<file path="config.mk">
export PLATFORM = sky130hd
export DESIGN_NAME = tpa_tx_input_clocking
export DESIGN_NICKNAME = d
export VERILOG_FILES = /design/src/hdl/tpa_pkg.sv /design/src/hdl/tpa_sync_edge.sv /design/src/hdl/tpa_phase_fifo.sv /design/src/hdl/tpa_tx_input_clocking.sv
export VERILOG_INCLUDE_DIRS = /design/src /design/src/hdl
export SDC_FILE = /design/constraint.sdc
export NUM_CORES = 1
export LEC_CHECK = 0
export BUFFER_PORTS_ARGS = -buffer_cell sky130_fd_sc_hd__buf_2
export CORE_MARGIN = 3
export CORE_UTILIZATION = 30
export CTS_BUF_LIST = sky130_fd_sc_hd__clkbuf_2 sky130_fd_sc_hd__clkbuf_4 sky130_fd_sc_hd__clkbuf_8
export DETAILED_ROUTE_END_ITERATION = 7
export GPL_TIMING_DRIVEN = 0
export RECOVER_POWER = 50
export REMOVE_ABC_BUFFERS = 1
export SETUP_SLACK_MARGIN = 0.05
export SKIP_LAST_GASP = 1
export SLEW_MARGIN = 20
export SYNTH_ARGS = -nofsm -noshare
export SYNTH_HDL_FRONTEND = slang
export SYNTH_SLANG_ARGS = --single-unit
</file>
<file path="constraint.sdc">
create_clock -name sys_clk -period 9.2 [get_ports sys_clk]
set_clock_uncertainty 0.05 [all_clocks]
set_input_delay 0.92 -clock sys_clk [delete_from_list [all_inputs] [get_ports sys_clk]]
set_output_delay 0.92 -clock sys_clk [all_outputs]
set_load 0.05 [all_outputs]
</file>
<file path="src/hdl/tpa_params.svh">
`ifndef TPA_PARAMS_SVH
`define TPA_PARAMS_SVH

// ****************************************
// register byte offsets
// ****************************************
`define TPA_ADDR_CTRL     8'h00
`define TPA_ADDR_STATUS   8'h04
`define TPA_ADDR_MASK     8'h08
`define TPA_ADDR_INFO     8'h0c

// ****************************************
// field positions
// ****************************************
`define TPA_CTRL_SEL_LSB  0
`define TPA_CTRL_SEL_MSB  1
`define TPA_CTRL_RATE     2
`define TPA_STAT_CFG_BAD  4
`define TPA_INFO_PRST     5

// ****************************************
// reset values
// ****************************************
`define TPA_CTRL_RST      3'h0
`define TPA_STATUS_RST    5'h00
`define TPA_MASK_RST      5'h00

// ****************************************
// multipliers and counts
// ****************************************
`define TPA_MULT_HALF     5'h14
`define TPA_MULT_FULL     5'h0a
`define TPA_PRST_MIN      2'h2

`endif

</file>
<file path="src/hdl/tpa_pkg.sv">
package tpa_pkg;
  // three-level select, coded in two bits
  typedef enum logic [1:0] {
    TPA_SEL_LOW  = 2'h0,
    TPA_SEL_MID  = 2'h1,
    TPA_SEL_HIGH = 2'h2
  } tpa_sel_t;

  // alignment state, one-hot
  typedef enum logic [2:0] {
    TPA_ST_BYPASS = 3'h1,
    TPA_ST_ALIGN  = 3'h2,
    TPA_ST_RUN    = 3'h4
  } tpa_state_t;
endpackage

</file>
<file path="src/hdl/tpa_sync_edge.sv">
// two-stage synchroniser with edge detection on the settled stage
module tpa_sync_edge #(
  parameter int W = 1
) (
  input  wire logic         clk,
  input  wire logic         rst,
  input  wire logic [W-1:0] din,
  output logic      [W-1:0] level,
  output logic      [W-1:0] rise,
  output logic      [W-1:0] fall
);
  logic [W-1:0] meta_ff;  // first stage, read only by sync_ff
  logic [W-1:0] sync_ff;  // settled stage
  logic [W-1:0] prev_ff;  // one cycle older, for edges

  // ****************************************
  // registers only
  // ****************************************
  always_ff @(posedge clk) begin
    if (rst) begin
      meta_ff <= '0;
      sync_ff <= '0;
      prev_ff <= '0;
    end else begin
      meta_ff <= din;
      sync_ff <= meta_ff;
      prev_ff <= sync_ff;
    end
  end

  assign level = sync_ff;
  assign rise  = sync_ff & ~prev_ff;
  assign fall  = ~sync_ff & prev_ff;
endmodule

</file>
<file path="src/hdl/tpa_phase_fifo.sv">
// small phase-align fifo; recentre puts read half a depth behind write
module tpa_phase_fifo #(
  parameter int W  = 10,
  parameter int AW = 2
) (
  input  wire logic         clk,
  input  wire logic         rst,
  input  wire logic         wr_en,
  input  wire logic [W-1:0] wr_data,
  input  wire logic         rd_en,
  input  wire logic         recentre,
  output logic      [W-1:0] rd_data,
  output logic              rd_valid,
  output logic              underflow,
  output logic              overflow
);
  localparam logic [AW:0] DEPTH = (AW+1)'(1 << AW);
  localparam logic [AW:0] HALF  = (AW+1)'(1 << (AW - 1));

  logic [W-1:0]  mem [0:(1<<AW)-1];  // character store
  logic [AW-1:0] wr_ptr_ff, nxt_wr_ptr;
  logic [AW-1:0] rd_ptr_ff, nxt_rd_ptr;
  logic [AW:0]   cnt_ff, nxt_cnt;
  logic [W-1:0]  rd_data_ff, nxt_rd_data;
  logic          rd_valid_ff, nxt_rd_valid;
  logic          unf_ff, nxt_unf;
  logic          ovf_ff, nxt_ovf;
  logic          do_wr;
  logic          do_rd;

  // ****************************************
  // pointer and flag next state
  // ****************************************
  always_comb begin
    do_rd        = rd_en && (cnt_ff != '0);
    do_wr        = wr_en && ((cnt_ff != DEPTH) || do_rd);
    nxt_wr_ptr   = do_wr ? wr_ptr_ff + 1'b1 : wr_ptr_ff;
    nxt_rd_ptr   = do_rd ? rd_ptr_ff + 1'b1 : rd_ptr_ff;
    nxt_cnt      = cnt_ff + (AW+1)'(do_wr) - (AW+1)'(do_rd);
    nxt_rd_data  = do_rd ? mem[rd_ptr_ff] : rd_data_ff;
    nxt_rd_valid = do_rd;
    nxt_unf      = rd_en && (cnt_ff == '0);         // pointer collision on read
    nxt_ovf      = wr_en && !do_wr;                 // pointer collision on write
    if (recentre) begin
      // stale slots may repeat, characters may be lost
      // measured from the post-write pointer so cnt matches the pointers
      nxt_rd_ptr = nxt_wr_ptr - HALF[AW-1:0];
      nxt_cnt    = HALF;
      nxt_unf    = 1'b0;
      nxt_ovf    = 1'b0;
    end
  end

  // ****************************************
  // registers only
  // ****************************************
  always_ff @(posedge clk) begin
    if (rst) begin
      wr_ptr_ff   <= '0;
      rd_ptr_ff   <= '0;
      cnt_ff      <= '0;
      rd_data_ff  <= '0;
      rd_valid_ff <= 1'b0;
      unf_ff      <= 1'b0;
      ovf_ff      <= 1'b0;
    end else begin
      wr_ptr_ff   <= nxt_wr_ptr;
      rd_ptr_ff   <= nxt_rd_ptr;
      cnt_ff      <= nxt_cnt;
      rd_data_ff  <= nxt_rd_data;
      rd_valid_ff <= nxt_rd_valid;
      unf_ff      <= nxt_unf;
      ovf_ff      <= nxt_ovf;
    end
  end

  // storage write, no reset needed on data
  always_ff @(posedge clk) begin
    if (do_wr) begin
      mem[wr_ptr_ff] <= wr_data;
    end
  end

  assign rd_data   = rd_data_ff;
  assign rd_valid  = rd_valid_ff;
  assign underflow = unf_ff;
  assign overflow  = ovf_ff;

  property p_recentre_half;
    @(posedge clk) disable iff (rst) recentre |=> (cnt_ff == HALF);
  endproperty
  a_recentre_half: assert property (p_recentre_half)
    else $error("fifo not recentred to half depth");

  property p_overflow_cause;
    @(posedge clk) disable iff (rst)
      (wr_en && !rd_en && cnt_ff == DEPTH && !recentre) |=> overflow;
  endproperty
  a_overflow_cause: assert property (p_overflow_cause)
    else $error("write into full fifo not flagged");
endmodule

</file>
<file path="src/hdl/tpa_tx_input_clocking.sv">
// Function
// - half-rate reference: use both reference edges
// - phase reset sampled on reference rising edges
// - reset low: buffers re-adjust transfer timing; in half-rate reference mode only while a lane error is set
// - reset high: phase relation frozen, normal run
// - half-rate reference mode: reset clears faults
// - realignment may insert or drop characters
// - select and rate low: bypass, ignore reset
// - clock select picks input register clock
// - output clock at one or two times reference
// - output clock synchronous to character clock
// - multiplier twenty at half, ten full rate
// - sticky lane error until sync or reset; selecting bypass also clears it
//
// Local design decisions: register access over APB and the placing of the registers.
module tpa_tx_input_clocking
  import tpa_pkg::*;
#(
  parameter int LANES = 4,
  parameter int AW    = 2,
  parameter int CW    = 16
) (
  input  wire logic                  sys_clk,
  input  wire logic                  rst,
  input  wire logic [7:0]            paddr,
  input  wire logic                  psel,
  input  wire logic                  penable,
  input  wire logic                  pwrite,
  input  wire logic [31:0]           pwdata,
  output logic      [31:0]           prdata,
  output logic                       pready,
  output logic                       pslverr,
  input  wire logic                  reference_clock_in,
  input  wire logic [LANES-1:0]      lane_input_clock,
  input  wire logic                  transmit_phase_reset_n,
  input  wire logic [LANES-1:0][7:0] lane_char_data_in,
  input  wire logic [LANES-1:0][1:0] lane_char_control_in,
  input  wire logic [LANES-1:0]      lane_word_sync_sent,
  output logic      [LANES-1:0][7:0] enc_char_data,
  output logic      [LANES-1:0][1:0] enc_char_control,
  output logic      [LANES-1:0]      enc_char_valid,
  output logic      [LANES-1:0]      lane_error_flag,
  output logic                       character_rate_clock_out_p,
  output logic                       character_rate_clock_out_n,
  output logic      [4:0]            synth_multiplier,
  output logic                       irq
);
  `include "tpa_params.svh"

  localparam int DW = LANES * 10;

  // ****************************************
  // pin synchronisers
  // ****************************************
  logic [LANES+1:0] clk_lvl;          // {reset_n, lanes, ref}
  logic [LANES+1:0] clk_rise;
  logic [LANES+1:0] clk_fall;
  logic [DW-1:0]    din_sync;         // {controls, data}
  logic [LANES-1:0] lane_rise;
  logic             ref_rise;
  logic             ref_fall;
  logic             prst_lvl_n;

  tpa_sync_edge #(.W(LANES + 2)) u_clk_sync (
    .clk   (sys_clk),
    .rst   (rst),
    .din   ({transmit_phase_reset_n, lane_input_clock, reference_clock_in}),
    .level (clk_lvl),
    .rise  (clk_rise),
    .fall  (clk_fall)
  );

  // data takes the same two stages, so it lines up with the clock edges
  tpa_sync_edge #(.W(DW)) u_data_sync (
    .clk   (sys_clk),
    .rst   (rst),
    .din   ({lane_char_control_in, lane_char_data_in}),
    .level (din_sync),
    .rise  (),
    .fall  ()
  );

  assign ref_rise   = clk_rise[0];
  assign ref_fall   = clk_fall[0];
  assign lane_rise  = clk_rise[LANES:1];
  assign prst_lvl_n = clk_lvl[LANES+1];

  // ****************************************
  // configuration decode
  // ****************************************
  logic [2:0] ctrl_ff, nxt_ctrl;      // select and rate
  tpa_sel_t   sel;
  logic       rate;                   // high: half-rate reference
  logic       bypass;
  logic       half_ref;
  logic       cfg_bad;
  logic       char_tick;              // internal character clock enable

  always_comb begin
    sel       = tpa_sel_t'(ctrl_ff[`TPA_CTRL_SEL_MSB:`TPA_CTRL_SEL_LSB]);
    rate      = ctrl_ff[`TPA_CTRL_RATE];
    bypass    = (sel == TPA_SEL_LOW) && !rate;
    half_ref  = (sel == TPA_SEL_LOW) && rate;
    cfg_bad   = rate && (sel != TPA_SEL_LOW);            // flagged, not blocked
    char_tick = ref_rise || (rate && ref_fall);
  end

  // ****************************************
  // input register write strobes
  // ****************************************
  logic [LANES-1:0] wr_stb;

  // code 3 of the select is treated like mid
  always_comb begin
    for (int i = 0; i < LANES; i++) begin
      case (sel)
        TPA_SEL_LOW:  wr_stb[i] = char_tick;
        TPA_SEL_HIGH: wr_stb[i] = lane_rise[0];
        default:      wr_stb[i] = lane_rise[i];
      endcase
    end
  end

  // ****************************************
  // phase reset sampling and alignment state
  // ****************************************
  logic [1:0] prst_cnt_ff, nxt_prst_cnt;   // consecutive low samples
  logic       prst_act_ff, nxt_prst_act;
  tpa_state_t state_ff, nxt_state;
  logic       recentre;
  logic [LANES-1:0] err_ff, nxt_err;

  always_comb begin
    nxt_prst_cnt = prst_cnt_ff;
    nxt_prst_act = prst_act_ff;
    if (ref_rise) begin
      if (!prst_lvl_n) begin
        nxt_prst_cnt = (prst_cnt_ff == `TPA_PRST_MIN) ? prst_cnt_ff : prst_cnt_ff + 2'h1;
      end else begin
        nxt_prst_cnt = 2'h0;
      end
      nxt_prst_act = (nxt_prst_cnt == `TPA_PRST_MIN);
    end
    // buffer bypassed: the phase reset pin is ignored outright
    if (bypass) begin
      nxt_prst_cnt = 2'h0;
      nxt_prst_act = 1'b0;
    end
    case (state_ff)
      TPA_ST_BYPASS: nxt_state = bypass ? TPA_ST_BYPASS : TPA_ST_RUN;
      TPA_ST_ALIGN:  nxt_state = prst_act_ff ? TPA_ST_ALIGN : TPA_ST_RUN;
      TPA_ST_RUN:    nxt_state = prst_act_ff ? TPA_ST_ALIGN : TPA_ST_RUN;
      default:       nxt_state = TPA_ST_RUN;
    endcase
    if (bypass) begin
      nxt_state = TPA_ST_BYPASS;
    end
  end

  // half-rate reference mode stays aligned; reset recentres there only while a lane error is set
  assign recentre = (state_ff == TPA_ST_ALIGN) && !bypass
                    && (!half_ref || (|err_ff));

  always_ff @(posedge sys_clk) begin
    if (rst) begin
      prst_cnt_ff <= 2'h0;
      prst_act_ff <= 1'b0;
      state_ff    <= TPA_ST_BYPASS;
    end else begin
      prst_cnt_ff <= nxt_prst_cnt;
      prst_act_ff <= nxt_prst_act;
      state_ff    <= nxt_state;
    end
  end

  // ****************************************
  // phase-align buffers
  // ****************************************
  logic [LANES-1:0][9:0] pf_data;
  logic [LANES-1:0]      pf_valid;
  logic [LANES-1:0]      pf_unf;
  logic [LANES-1:0]      pf_ovf;

  for (genvar g = 0; g < LANES; g++) begin : g_lane
    tpa_phase_fifo #(.W(10), .AW(AW)) u_fifo (
      .clk       (sys_clk),
      .rst       (rst),
      .wr_en     (wr_stb[g] && !bypass),
      .wr_data   ({din_sync[LANES*8+g*2 +: 2], din_sync[g*8 +: 8]}),
      .rd_en     (char_tick && !bypass),
      .recentre  (recentre),
      .rd_data   (pf_data[g]),
      .rd_valid  (pf_valid[g]),
      .underflow (pf_unf[g]),
      .overflow  (pf_ovf[g])
    );
  end

  // ****************************************
  // encoder side characters
  // ****************************************
  logic [LANES-1:0][7:0] enc_data_ff, nxt_enc_data;
  logic [LANES-1:0][1:0] enc_ctl_ff, nxt_enc_ctl;
  logic [LANES-1:0]      enc_vld_ff, nxt_enc_vld;

  // bypass takes the input register straight through
  always_comb begin
    for (int i = 0; i < LANES; i++) begin
      if (bypass) begin
        nxt_enc_data[i] = wr_stb[i] ? din_sync[i*8 +: 8] : enc_data_ff[i];
        nxt_enc_ctl[i]  = wr_stb[i] ? din_sync[LANES*8+i*2 +: 2] : enc_ctl_ff[i];
        nxt_enc_vld[i]  = wr_stb[i];
      end else begin
        nxt_enc_data[i] = pf_valid[i] ? pf_data[i][7:0] : enc_data_ff[i];
        nxt_enc_ctl[i]  = pf_valid[i] ? pf_data[i][9:8] : enc_ctl_ff[i];
        nxt_enc_vld[i]  = pf_valid[i];
      end
    end
  end

  always_ff @(posedge sys_clk) begin
    if (rst) begin
      enc_data_ff <= '0;
      enc_ctl_ff  <= '0;
      enc_vld_ff  <= '0;
    end else begin
      enc_data_ff <= nxt_enc_data;
      enc_ctl_ff  <= nxt_enc_ctl;
      enc_vld_ff  <= nxt_enc_vld;
    end
  end

  // ****************************************
  // lane error flags
  // ****************************************
  logic [LANES-1:0] lane_evt;

  // set beats clear, so a fault in the clearing cycle is kept
  always_comb begin
    lane_evt = (pf_unf | pf_ovf) & {LANES{!bypass}};
    for (int i = 0; i < LANES; i++) begin
      if (lane_evt[i]) begin
        nxt_err[i] = 1'b1;
      end else if (lane_word_sync_sent[i] || prst_act_ff || bypass) begin
        nxt_err[i] = 1'b0;
      end else begin
        nxt_err[i] = err_ff[i];
      end
    end
  end

  always_ff @(posedge sys_clk) begin
    if (rst) begin
      err_ff <= '0;
    end else begin
      err_ff <= nxt_err;
    end
  end

  // ****************************************
  // character rate output clock
  // ****************************************
  logic [CW-1:0] tcnt_ff, nxt_tcnt;     // cycles since last tick
  logic [CW-1:0] per_ff, nxt_per;       // measured tick period
  logic          ckp_ff, nxt_ckp;
  logic          ckn_ff, nxt_ckn;
  logic [4:0]    mult_ff, nxt_mult;

  // high for the first half of each measured character period
  always_comb begin
    nxt_tcnt = (tcnt_ff == '1) ? tcnt_ff : tcnt_ff + 1'b1;
    nxt_per  = per_ff;
    if (char_tick) begin
      nxt_tcnt = '0;
      nxt_per  = tcnt_ff + 1'b1;
    end
    nxt_ckp  = (nxt_tcnt < (per_ff >> 1));
    nxt_ckn  = !nxt_ckp;
    nxt_mult = rate ? `TPA_MULT_HALF : `TPA_MULT_FULL;
  end

  always_ff @(posedge sys_clk) begin
    if (rst) begin
      tcnt_ff <= '0;
      per_ff  <= '0;
      ckp_ff  <= 1'b0;
      ckn_ff  <= 1'b1;
      mult_ff <= `TPA_MULT_FULL;
    end else begin
      tcnt_ff <= nxt_tcnt;
      per_ff  <= nxt_per;
      ckp_ff  <= nxt_ckp;
      ckn_ff  <= nxt_ckn;
      mult_ff <= nxt_mult;
    end
  end

  // ****************************************
  // apb slave, status, mask, interrupt
  // ****************************************
  logic [4:0]  stat_ff, nxt_stat;       // sticky, write one to clear
  logic [4:0]  mask_ff, nxt_mask;
  logic        rdy_ff, nxt_rdy;
  logic        err_rsp_ff, nxt_err_rsp;
  logic [31:0] rdata_ff, nxt_rdata;
  logic        irq_ff, nxt_irq;
  logic        commit;

  // one wait state: pready rises the cycle after the access phase starts
  always_comb begin
    commit      = psel && penable && rdy_ff;
    nxt_rdy     = psel && penable && !rdy_ff;
    nxt_rdata   = rdata_ff;
    nxt_err_rsp = 1'b0;
    nxt_ctrl    = ctrl_ff;
    nxt_mask    = mask_ff;
    nxt_stat    = stat_ff;
    if (nxt_rdy) begin
      case (paddr)
        `TPA_ADDR_CTRL:   nxt_rdata = {29'h0, ctrl_ff};
        `TPA_ADDR_STATUS: nxt_rdata = {27'h0, stat_ff};
        `TPA_ADDR_MASK:   nxt_rdata = {27'h0, mask_ff};
        `TPA_ADDR_INFO:   nxt_rdata = {22'h0, err_ff, prst_act_ff, mult_ff};
        default: begin
          nxt_rdata   = 32'h0;
          nxt_err_rsp = 1'b1;
        end
      endcase
    end
    if (commit && pwrite && !err_rsp_ff) begin
      case (paddr)
        `TPA_ADDR_CTRL:   nxt_ctrl = pwdata[2:0];
        `TPA_ADDR_STATUS: nxt_stat = stat_ff & ~pwdata[4:0];
        `TPA_ADDR_MASK:   nxt_mask = pwdata[4:0];
        default:          nxt_ctrl = ctrl_ff;
      endcase
    end
    nxt_stat = nxt_stat | {cfg_bad, lane_evt};            // set wins over clear
    nxt_irq  = |(nxt_stat & nxt_mask);
  end

  always_ff @(posedge sys_clk) begin
    if (rst) begin
      ctrl_ff    <= `TPA_CTRL_RST;
      stat_ff    <= `TPA_STATUS_RST;
      mask_ff    <= `TPA_MASK_RST;
      rdy_ff     <= 1'b0;
      err_rsp_ff <= 1'b0;
      rdata_ff   <= 32'h0;
      irq_ff     <= 1'b0;
    end else begin
      ctrl_ff    <= nxt_ctrl;
      stat_ff    <= nxt_stat;
      mask_ff    <= nxt_mask;
      rdy_ff     <= nxt_rdy;
      err_rsp_ff <= nxt_err_rsp;
      rdata_ff   <= nxt_rdata;
      irq_ff     <= nxt_irq;
    end
  end

  // ****************************************
  // outputs, all from flip-flops
  // ****************************************
  assign prdata                     = rdata_ff;
  assign pready                     = rdy_ff;
  assign pslverr                    = err_rsp_ff;
  assign enc_char_data              = enc_data_ff;
  assign enc_char_control           = enc_ctl_ff;
  assign enc_char_valid             = enc_vld_ff;
  assign lane_error_flag            = err_ff;
  assign character_rate_clock_out_p = ckp_ff;
  assign character_rate_clock_out_n = ckn_ff;
  assign synth_multiplier           = mult_ff;
  assign irq                        = irq_ff;

  // ****************************************
  // assertions
  // ****************************************
  property p_half_rate_fall;
    @(posedge sys_clk) disable iff (rst)
      (sel == TPA_SEL_LOW && rate && ref_fall) |-> wr_stb[LANES-1];
  endproperty
  a_half_rate_fall: assert property (p_half_rate_fall)
    else $error("falling reference edge not used at half rate");

  property p_mid_own_clock;
    @(posedge sys_clk) disable iff (rst)
      (sel == TPA_SEL_MID) |-> (wr_stb == lane_rise);
  endproperty
  a_mid_own_clock: assert property (p_mid_own_clock)
    else $error("mid select not using lane clocks");

  property p_two_low_samples;
    @(posedge sys_clk) disable iff (rst)
      $rose(prst_act_ff) |-> $past(prst_cnt_ff) == 2'h1 && $past(ref_rise);
  endproperty
  a_two_low_samples: assert property (p_two_low_samples)
    else $error("phase reset taken before two low samples");

  property p_bypass_no_recentre;
    @(posedge sys_clk) disable iff (rst)
      (bypass && $past(bypass))
        |-> (err_ff == '0 && !prst_act_ff && state_ff == TPA_ST_BYPASS);
  endproperty
  a_bypass_no_recentre: assert property (p_bypass_no_recentre)
    else $error("bypass reacted to phase reset");

  property p_run_frozen;
    @(posedge sys_clk) disable iff (rst)
      (state_ff == TPA_ST_RUN && !prst_act_ff) |=> !recentre;
  endproperty
  a_run_frozen: assert property (p_run_frozen)
    else $error("buffer moved while phase locked");

  property p_err_sticky;
    @(posedge sys_clk) disable iff (rst)
      (err_ff[0] && !lane_word_sync_sent[0] && !prst_act_ff && !bypass) |=> err_ff[0];
  endproperty
  a_err_sticky: assert property (p_err_sticky)
    else $error("lane error flag dropped without cause");

  property p_err_set;
    @(posedge sys_clk) disable iff (rst) lane_evt[0] |=> err_ff[0] [*1];
  endproperty
  a_err_set: assert property (p_err_set)
    else $error("buffer fault did not raise lane error");

  property p_clk_compl;
    @(posedge sys_clk) disable iff (rst) ##1 (ckp_ff != ckn_ff);
  endproperty
  a_clk_compl: assert property (p_clk_compl)
    else $error("output clock pair not complementary");

  property p_mult;
    @(posedge sys_clk) disable iff (rst)
      ##1 (mult_ff == ($past(rate) ? 5'h14 : 5'h0a));
  endproperty
  a_mult: assert property (p_mult)
    else $error("wrong multiplier for rate select");
endmodule

</file>
### Word level (Yosys, flattened, before mapping)

Memories as Yosys holds them, arrays and structs flattened. A register that Yosys moved wholly into a read port is not among the register bits.
Index checks and enable logic that the tools add are counted.

| storage, ports and cells | value |
|---|---|
| register bits | 278 |
| memory bits (writable) | 160 |
| output and inout port bits | 90 |
| word-level logic and storage cells | 288 |
| memories | 4 |

| operators by class | value |
|---|---|
| $add $sub $neg | 22 |
| order comparisons | 1 |
| eq/ne operators | 17 |
| muxes and demuxes | 78 |
| bitwise gates (word level) | 12 |
| reductions and logical operators | 92 |

Memory list:

| memory | depth | bits a word | rd ports | clocked after memory_dff | write ports | line | text |
|---|---|---|---|---|---|---|---|
| g_lane[0].u_fifo.mem | 4 | 10 | 1 | 1 | 1 | tpa_phase_fifo.sv:20 | `logic [W-1:0] mem [0:(1<<AW)-1];` |
| g_lane[1].u_fifo.mem | 4 | 10 | 1 | 1 | 1 | tpa_phase_fifo.sv:20 |  |
| g_lane[2].u_fifo.mem | 4 | 10 | 1 | 1 | 1 | tpa_phase_fifo.sv:20 |  |
| g_lane[3].u_fifo.mem | 4 | 10 | 1 | 1 | 1 | tpa_phase_fifo.sv:20 |  |

Operators with widths:

| operator | number |
|---|---|
| $mux 8 | 12 |
| $mux 2 | 31 |
| $pmux 10 s4 | 1 |
| $logic_and 1x1->1 | 32 |
| $mux 16 | 2 |
| $reduce_bool 2->1 | 13 |
| $mux 5 | 5 |
| $mux 1 | 22 |
| $add 2x1->2 const B | 9 |
| $add 16x1->16 const B | 1 |
| $eq 16x16->1 const B | 1 |
| $eq 8x4->1 const B | 2 |
| $lt 16x15->1 | 1 |
| $and 5x5->5 | 3 |
| $logic_or 1x1->1 | 14 |
| $add 3x1->3 | 4 |
| $logic_not 3->1 | 4 |
| $ne 3x3->1 const B | 4 |
| $reduce_bool 3->1 | 4 |
| $sub 3x1->3 | 4 |
| $logic_not 1->1 | 10 |
| $not 5->5 | 2 |
| $reduce_and 2->1 | 5 |
| $eq 8x3->1 const B | 1 |
| 18 further kinds | 35 |

### Longest topological paths before layout

| depth | value |
|---|---|
| word-level depth | 11 |
| mapped depth | 15 |
| mapped depth without buffers | 13 |

### Modules after synthesis

Synthesis repeated with hierarchy kept, for this count alone.

| unflattened totals | value |
|---|---|
| cell total of the unflattened synthesis | 1689 |
| area total of the unflattened synthesis | 19230.9 um^2 |

By module, submodules not included:

| module | times used | cells an instance | area each (um^2) | sequential area each (um^2) |
|---|---|---|---|---|
| tpa_phase_fifo | 4 | 160 | 2359.8 | 1601.5 |
| tpa_tx_input_clocking | 1 | 667 | 5506.5 | 2302.2 |
| tpa_sync_edge (u_data_sync) | 1 | 333 | 3721.1 | 2402.3 |
| tpa_sync_edge (u_clk_sync) | 1 | 49 | 564.3 | 360.3 |

### Worst setup path after synthesis

OpenSTA, ideal clock, no wires.

| timing | value |
|---|---|
| path type | register to register |
| start | register tcnt_ff[0] |
| end | register ckn_ff, in the netlist character_rate_clock_out_n |
| data arrival time | 2.970 ns |
| slack | 6.058 ns |
| cell stages (with the launch flop) | 14 |
| buffers on the path | 1 |
| path through | dfxtp_1 ha_1 nand3_1 nor2_1 and4_1 buf_2 mux2i_1 nor2_1 ha_1 o211ai_1 nor4_1 a2111oi_0 o211ai_1 a311o_1 |

| between the ends | value |
|---|---|
| cells in the longest elaborated chain, start to end | 5 |
| elaborated cells between the ends (all ways) | 6 |
| those cells by class | add/sub: 1; order compare: 1; eq/ne: 1; mux: 2; reduce/logical: 1 |

Ends and longest elaborated chain:

| element | line | text |
|---|---|---|
| start: declaration | tpa_tx_input_clocking.sv:263 | `logic [CW-1:0] tcnt_ff, nxt_tcnt;` |
| start signal: assignment | tpa_tx_input_clocking.sv:290 | `tcnt_ff <= nxt_tcnt;` |
| $add 16x1->16 / $eq 16x16->1 (equally long branches) | tpa_tx_input_clocking.sv:271 | `nxt_tcnt = (tcnt_ff == '1) ? tcnt_ff : tcnt_ff + 1'b1;` |
| $mux 16 (*) | tpa_tx_input_clocking.sv:271 |  |
| $mux 16 (*) | tpa_tx_input_clocking.sv:273 | `if (char_tick) begin` |
| net nxt_tcnt[1] | tpa_tx_input_clocking.sv:263 |  |
| $lt 16x15->1 (*) | tpa_tx_input_clocking.sv:277 | `nxt_ckp = (nxt_tcnt < (per_ff >> 1));` |
| $logic_not 1->1 (*) | tpa_tx_input_clocking.sv:278 | `nxt_ckn = !nxt_ckp;` |
| end signal: assignment | tpa_tx_input_clocking.sv:293 | `ckn_ff <= nxt_ckn;` |
| end: declaration | tpa_tx_input_clocking.sv:266 | `logic ckn_ff, nxt_ckn;` |

Mark *: on every way through the listed nets, which the timed path passes. The rest lies on a longest branch.
A chain may end at the register's enable or synchronous reset.

### Worst setup path in the final report

| timing | value |
|---|---|
| start | register ctrl_ff[0] |
| end | register g_lane[1].u_fifo.cnt_ff[2] |

| between the ends | value |
|---|---|
| cells in the longest elaborated chain, start to end | 9 |
| elaborated cells between the ends (all ways) | 18 |
| those cells by class | add/sub: 2; eq/ne: 1; mux: 1; reduce/logical: 14 |

Ends and longest elaborated chain:

| element | line | text |
|---|---|---|
| start: declaration | tpa_tx_input_clocking.sv:91 | `logic [2:0] ctrl_ff, nxt_ctrl;` |
| start signal: assignment | tpa_tx_input_clocking.sv:344 | `` ctrl_ff <= `TPA_CTRL_RST; `` |
| start signal: assignment | tpa_tx_input_clocking.sv:352 | `ctrl_ff <= nxt_ctrl;` |
| $logic_not 2->1 | tpa_tx_input_clocking.sv:102, tpa_tx_input_clocking.sv:103, tpa_tx_input_clocking.sv:116 |  |
| $logic_and 1x1->1 | tpa_tx_input_clocking.sv:102 | `bypass = (sel == TPA_SEL_LOW) && !rate;` |
| $logic_not 1->1 | tpa_tx_input_clocking.sv:161, tpa_tx_input_clocking.sv:188, tpa_tx_input_clocking.sv:190 |  |
| $logic_and 1x1->1 | tpa_tx_input_clocking.sv:190 | `.rd_en (char_tick && !bypass),` |
| $logic_and 1x1->1 | tpa_phase_fifo.sv:35 | `do_rd = rd_en && (cnt_ff != '0);` |
| $logic_or 1x1->1 | tpa_phase_fifo.sv:36 | `do_wr = wr_en && ((cnt_ff != DEPTH) \|\| do_rd);` |
| $logic_and 1x1->1 | tpa_phase_fifo.sv:36 |  |
| $add 3x1->3 | tpa_phase_fifo.sv:39 | `nxt_cnt = cnt_ff + (AW+1)'(do_wr) - (AW+1)'(do_rd);` |
| $sub 3x1->3 | tpa_phase_fifo.sv:39 |  |
| end signal: assignment | tpa_phase_fifo.sv:69 | `cnt_ff <= nxt_cnt;` |
| end: declaration | tpa_phase_fifo.sv:23 | `logic [AW:0] cnt_ff, nxt_cnt;` |

Several ways; a longest one is shown, not always the timed one.

==> flow_summary.yaml <==
status:
  run_status: "complete, but fails checks"
  violations: "capacitance limit, slew limit"
clock_tree:
  cts_repair_resize_count: 0
  clock_latency_on_the_worst_skew_pair_ns: 0.63
  setup_bufs_post_cts: 0
  cts-root-buf: "sky130_fd_sc_hd__clkbuf_8"
  cts.sinks: 452
  clk_pin_slew_worst_paths_ns: 0.06
  postCtsHoldBufs: 0
  cts_max_level: 3
  cts-root-to-sink-buffers: 3
  tritoncts: "done"
  cts_buffers: 80
timing:
  timing.final.hold_violations: 0
  max_transition_viols_final: 45
  worst-slew-pin-transition_ns: 2.362
  setup_repair_after_global_routing_missed_its_margin: "no"
  fin_crit_sh_pct: 44.22
  finalSetupTns_ns: 0
  slew-limit-headroom_pct: -57.47
  finalWorstPathRequiredPeriod_ns: 4.068
  final_worst_path_setup_slack_ns: 5.132
  maxClockFrequency_mhz: 245.8
  setup-violations-final: 0
layout:
  final_cell_mix: "sky130_fd_sc_hd__dfxtp_1, sky130_fd_sc_hd__nand2_1, sky130_fd_sc_hd__edfxtp_1, sky130_fd_sc_hd__nor2_1, sky130_fd_sc_hd__nor2b_1"
  leading_cell_type_in_the_layout_fill_and_taps_excluded: "sky130_fd_sc_hd__dfxtp_1"
  area_growth_pct: 17.07
  antenna-diode-count: 0
  share_of_layout_cells_above_drive_strength_1_pct: 18.04
  nets: 1755
yosys:
  area_of_the_mapped_netlist_sq_um: 17290
  synth_largest_area_cell: "sky130_fd_sc_hd__dfxtp_1"
  synth_area_per_cell_sq_um: 11.72
  proportion_of_netlist_area_held_by_the_largest_area_contributor_pct: 33.81
  synth-async-reset-ratio_pct: 0
  seq_area_frac_synth_pct: 61.59
  yosys_most_used_dff: "sky130_fd_sc_hd__dfxtp_1"
  synth_edf_count: 160
  synth.ff_latch_count: 452
  post_synth_main_area_contributors: "sky130_fd_sc_hd__dfxtp_1, sky130_fd_sc_hd__edfxtp_1, sky130_fd_sc_hd__mux4_2"
  yosys_warnings: 0
  ys_types: 67
  netlist_instances: 1476
routing:
  first_pass_iters: 4
  routed_wirelength_um: 37980
  drc_errors: 0
  antenna_left: 0
  viasPerCell: 4.516
  vias: 11000
  first_iter_violations: 485
  avgRoutedWirePerCell_um: 15.59
placed_design:
  post_placement_setup_slack_ns: 5.036
  numPortBuffers: 134
  gp_routability_congestion: 0.7699
  place.detailed.hpwl_um: 23730
setup_path:
  critPathLaunchType: "flip-flop"
  timing.critical_path.buf_inv: 3
  crit_path_max_fo: 13
  worstSetupPathType: "flip-flop to flip-flop"
  worst_ep_arrival_time_ns: 4.53
  crit_path_cell_trace: "nor2_4 -> o22ai_2 -> nand2_1 -> inv_1 -> ha_1 -> inv_1 -> ha_1 -> inv_1 -> fa_1 -> xor2_1 -> xnor2_1 -> nor2_1"
  cpPeakStageDelay_ns: 0.67
  critical-path-slowest-cell: "sky130_fd_sc_hd__dfxtp_1"
  most_frequent_cp_cell: "sky130_fd_sc_hd__inv_1"
  cp.required_ns: 9.66
  timing.critical_path.to_type: "flip-flop"
  critical-path-top-delay-family: "adder cells"
global_routing:
  first_pass_grt_wire_length_um: 59910
  initial_antenna_violation_count: 1
  grt.overflow.total: 0
  grt_start_max_net_pins: 110
  groute.usage.overall_pct: 12.55
  first_global_vias: 11020
hold_path:
  timing.hold.worst.class: "flip-flop to flip-flop"
pwr:
  peakVddDrop_mv: 0.1104
  powerDensity_nw_per_um2: 206.2
  p_leak_nw: 7.325
floorplanning:
  io_pins: 185
  initial_core_util_pct: 30.49
  rows: 87
  floorplan.die.width_um: 246.1
  design.die.area_sq_um: 60560
  die_y_um: 246.1
  core-area_sq_um: 56710
flow_run:
  max_cap_viol_count: 1
-- metal layers --
metal	global-route usage, %	routed length, um	up-vias
met2	20.54	18080	220
li1	-	-	5378
met4	5.071	968	0
met5	0	0	-
met3	3.058	1868	70
met1	15.91	17060	5333
-- worst register-to-register path, stage by stage (launching register included) --
cell and delay (ns):
sky130_fd_sc_hd__dfxtp_1 0.67, sky130_fd_sc_hd__nor2_4 0.16, sky130_fd_sc_hd__o22ai_2 0.61, sky130_fd_sc_hd__nand2_1 0.61
sky130_fd_sc_hd__inv_1 0.58, sky130_fd_sc_hd__ha_1 0.32, sky130_fd_sc_hd__inv_1 0.05, sky130_fd_sc_hd__ha_1 0.13
sky130_fd_sc_hd__inv_1 0.05, sky130_fd_sc_hd__fa_1 0.38, sky130_fd_sc_hd__xor2_1 0.17, sky130_fd_sc_hd__xnor2_1 0.14
sky130_fd_sc_hd__nor2_1 0.05
-- cell usage after synthesis, types with 3 or more instances --
library cell,n
sky130_fd_sc_hd__dfxtp_1,292
sky130_fd_sc_hd__nand2_1,185
sky130_fd_sc_hd__edfxtp_1,160
sky130_fd_sc_hd__nor2_1,147
sky130_fd_sc_hd__nor2b_1,100
sky130_fd_sc_hd__a21oi_1,70
sky130_fd_sc_hd__clkbuf_1,60
sky130_fd_sc_hd__inv_1,49
sky130_fd_sc_hd__mux4_2,42
sky130_fd_sc_hd__a311oi_1,41
sky130_fd_sc_hd__ha_1,40
sky130_fd_sc_hd__and2_1,30
sky130_fd_sc_hd__xnor2_1,28
sky130_fd_sc_hd__buf_4,25
sky130_fd_sc_hd__a211oi_1,19
sky130_fd_sc_hd__nor3_1,16
sky130_fd_sc_hd__and3_1,11
sky130_fd_sc_hd__buf_1,11
sky130_fd_sc_hd__mux2i_1,11
sky130_fd_sc_hd__nand3_1,10
sky130_fd_sc_hd__o21a_1,10
sky130_fd_sc_hd__a22oi_1,9
sky130_fd_sc_hd__xor2_1,9
sky130_fd_sc_hd__nand4_1,8
sky130_fd_sc_hd__nor3b_1,6
sky130_fd_sc_hd__o21ai_0,6
sky130_fd_sc_hd__buf_6,5
sky130_fd_sc_hd__nand3b_1,5
sky130_fd_sc_hd__a211o_1,4
sky130_fd_sc_hd__buf_2,4
sky130_fd_sc_hd__fa_1,4
sky130_fd_sc_hd__nor4_1,4
sky130_fd_sc_hd__nand2b_1,3
sky130_fd_sc_hd__nor4_2,3
sky130_fd_sc_hd__o21ba_2,3
sky130_fd_sc_hd__o22ai_1,3
sky130_fd_sc_hd__or3_1,3
-- where the power goes --
part	internal [mW]	switching (mW)	total [mW]
sequential	2.10	0.0205	2.12
clock	1.07	0.805	1.87
combinational	0.0510	0.129	0.180
-- state kept, by name (all words and copies together) (netlist names), 5 cells and up --
signal / flops
enc_char_data: 32
u_clk_sync.meta_ff: 6
u_data_sync.level: 40
mask_ff: 5
g_lane.u_fifo.mem: 160
prdata: 10
u_data_sync.meta_ff: 40
enc_char_control: 8
g_lane.u_fifo.rd_data: 40
per_ff: 15
g_lane.u_fifo.cnt_ff: 12
tcnt_ff: 16
u_clk_sync.level: 6
stat_ff: 5
g_lane.u_fifo.rd_ptr_ff: 8
g_lane.u_fifo.wr_ptr_ff: 8
u_clk_sync.prev_ff: 5
-- cell type report --
type / instances / area (sq um)
Timing Repair Buffer: 141 / 758.2
Fill cell: 5552 / 36470
Inverter: 51 / 191.4
Tap cell: 756 / 945.9
Clock inverter: 20 / 106.4
Multi-Input combinational cell: 890 / 6045
Sequential cell: 452 / 10650
Clock buffer: 126 / 1546
-- cells by family (layout without fill, tap and decap cells) --
| group | Yosys count | count (layout) | synth area share [%] |
|---|---|---|---|
| AO/OA/AOI/OAI | 184 | 184 | 7.417 |
| XOR/XNOR | 37 | 37 | 1.874 |
| adder cells (fa/ha/maj) | 44 | 44 | 3.357 |
| buffers and inverters | 156 | 338 | 4.175 |
| flip-flops | 452 | 452 | 61.59 |
| multiplexers | 55 | 55 | 6.237 |
| other | 1 | 23 | 0.02169 |
| AND/OR/NAND/NOR | 547 | 547 | 15.33 |
-- per-stage QoR --
step | area (sq um) | util (%) | power, mW | hold WS [ns] | std cells
finish | 20240 | 35.69 | 4.173 | 0.3813 | 2436
global route | 20240 | 35.69 | 4.354 | 0.3872 | 2436
CTS | 20300 | 35.80 | 4.257 | 0.3623 | 2436
detailed placement | 18650 | 32.88 | 2.347 | 0.3760 | 2290
global placement | 18460 | 32.55 | 2.344 | 0.3667 | 2283
floorplan | 16840 | - | 2.274 | 0.3572 | 1393
-- worst paths after layout --
path	startpoint	cells past startpoint	end	slack [ns]
setup / recovery	ctrl_ff[0]	12	g_lane[1].u_fifo.cnt_ff[2]	5.13
hold / removal	u_data_sync.meta_ff[13]	1	u_data_sync.level[13]	0.38
setup reg to reg	ctrl_ff[0]	12	g_lane[1].u_fifo.cnt_ff[2]	5.13
hold reg to reg	u_data_sync.meta_ff[13]	1	u_data_sync.level[13]	0.38
No activity file was read; power rests on OpenSTA's default activity.
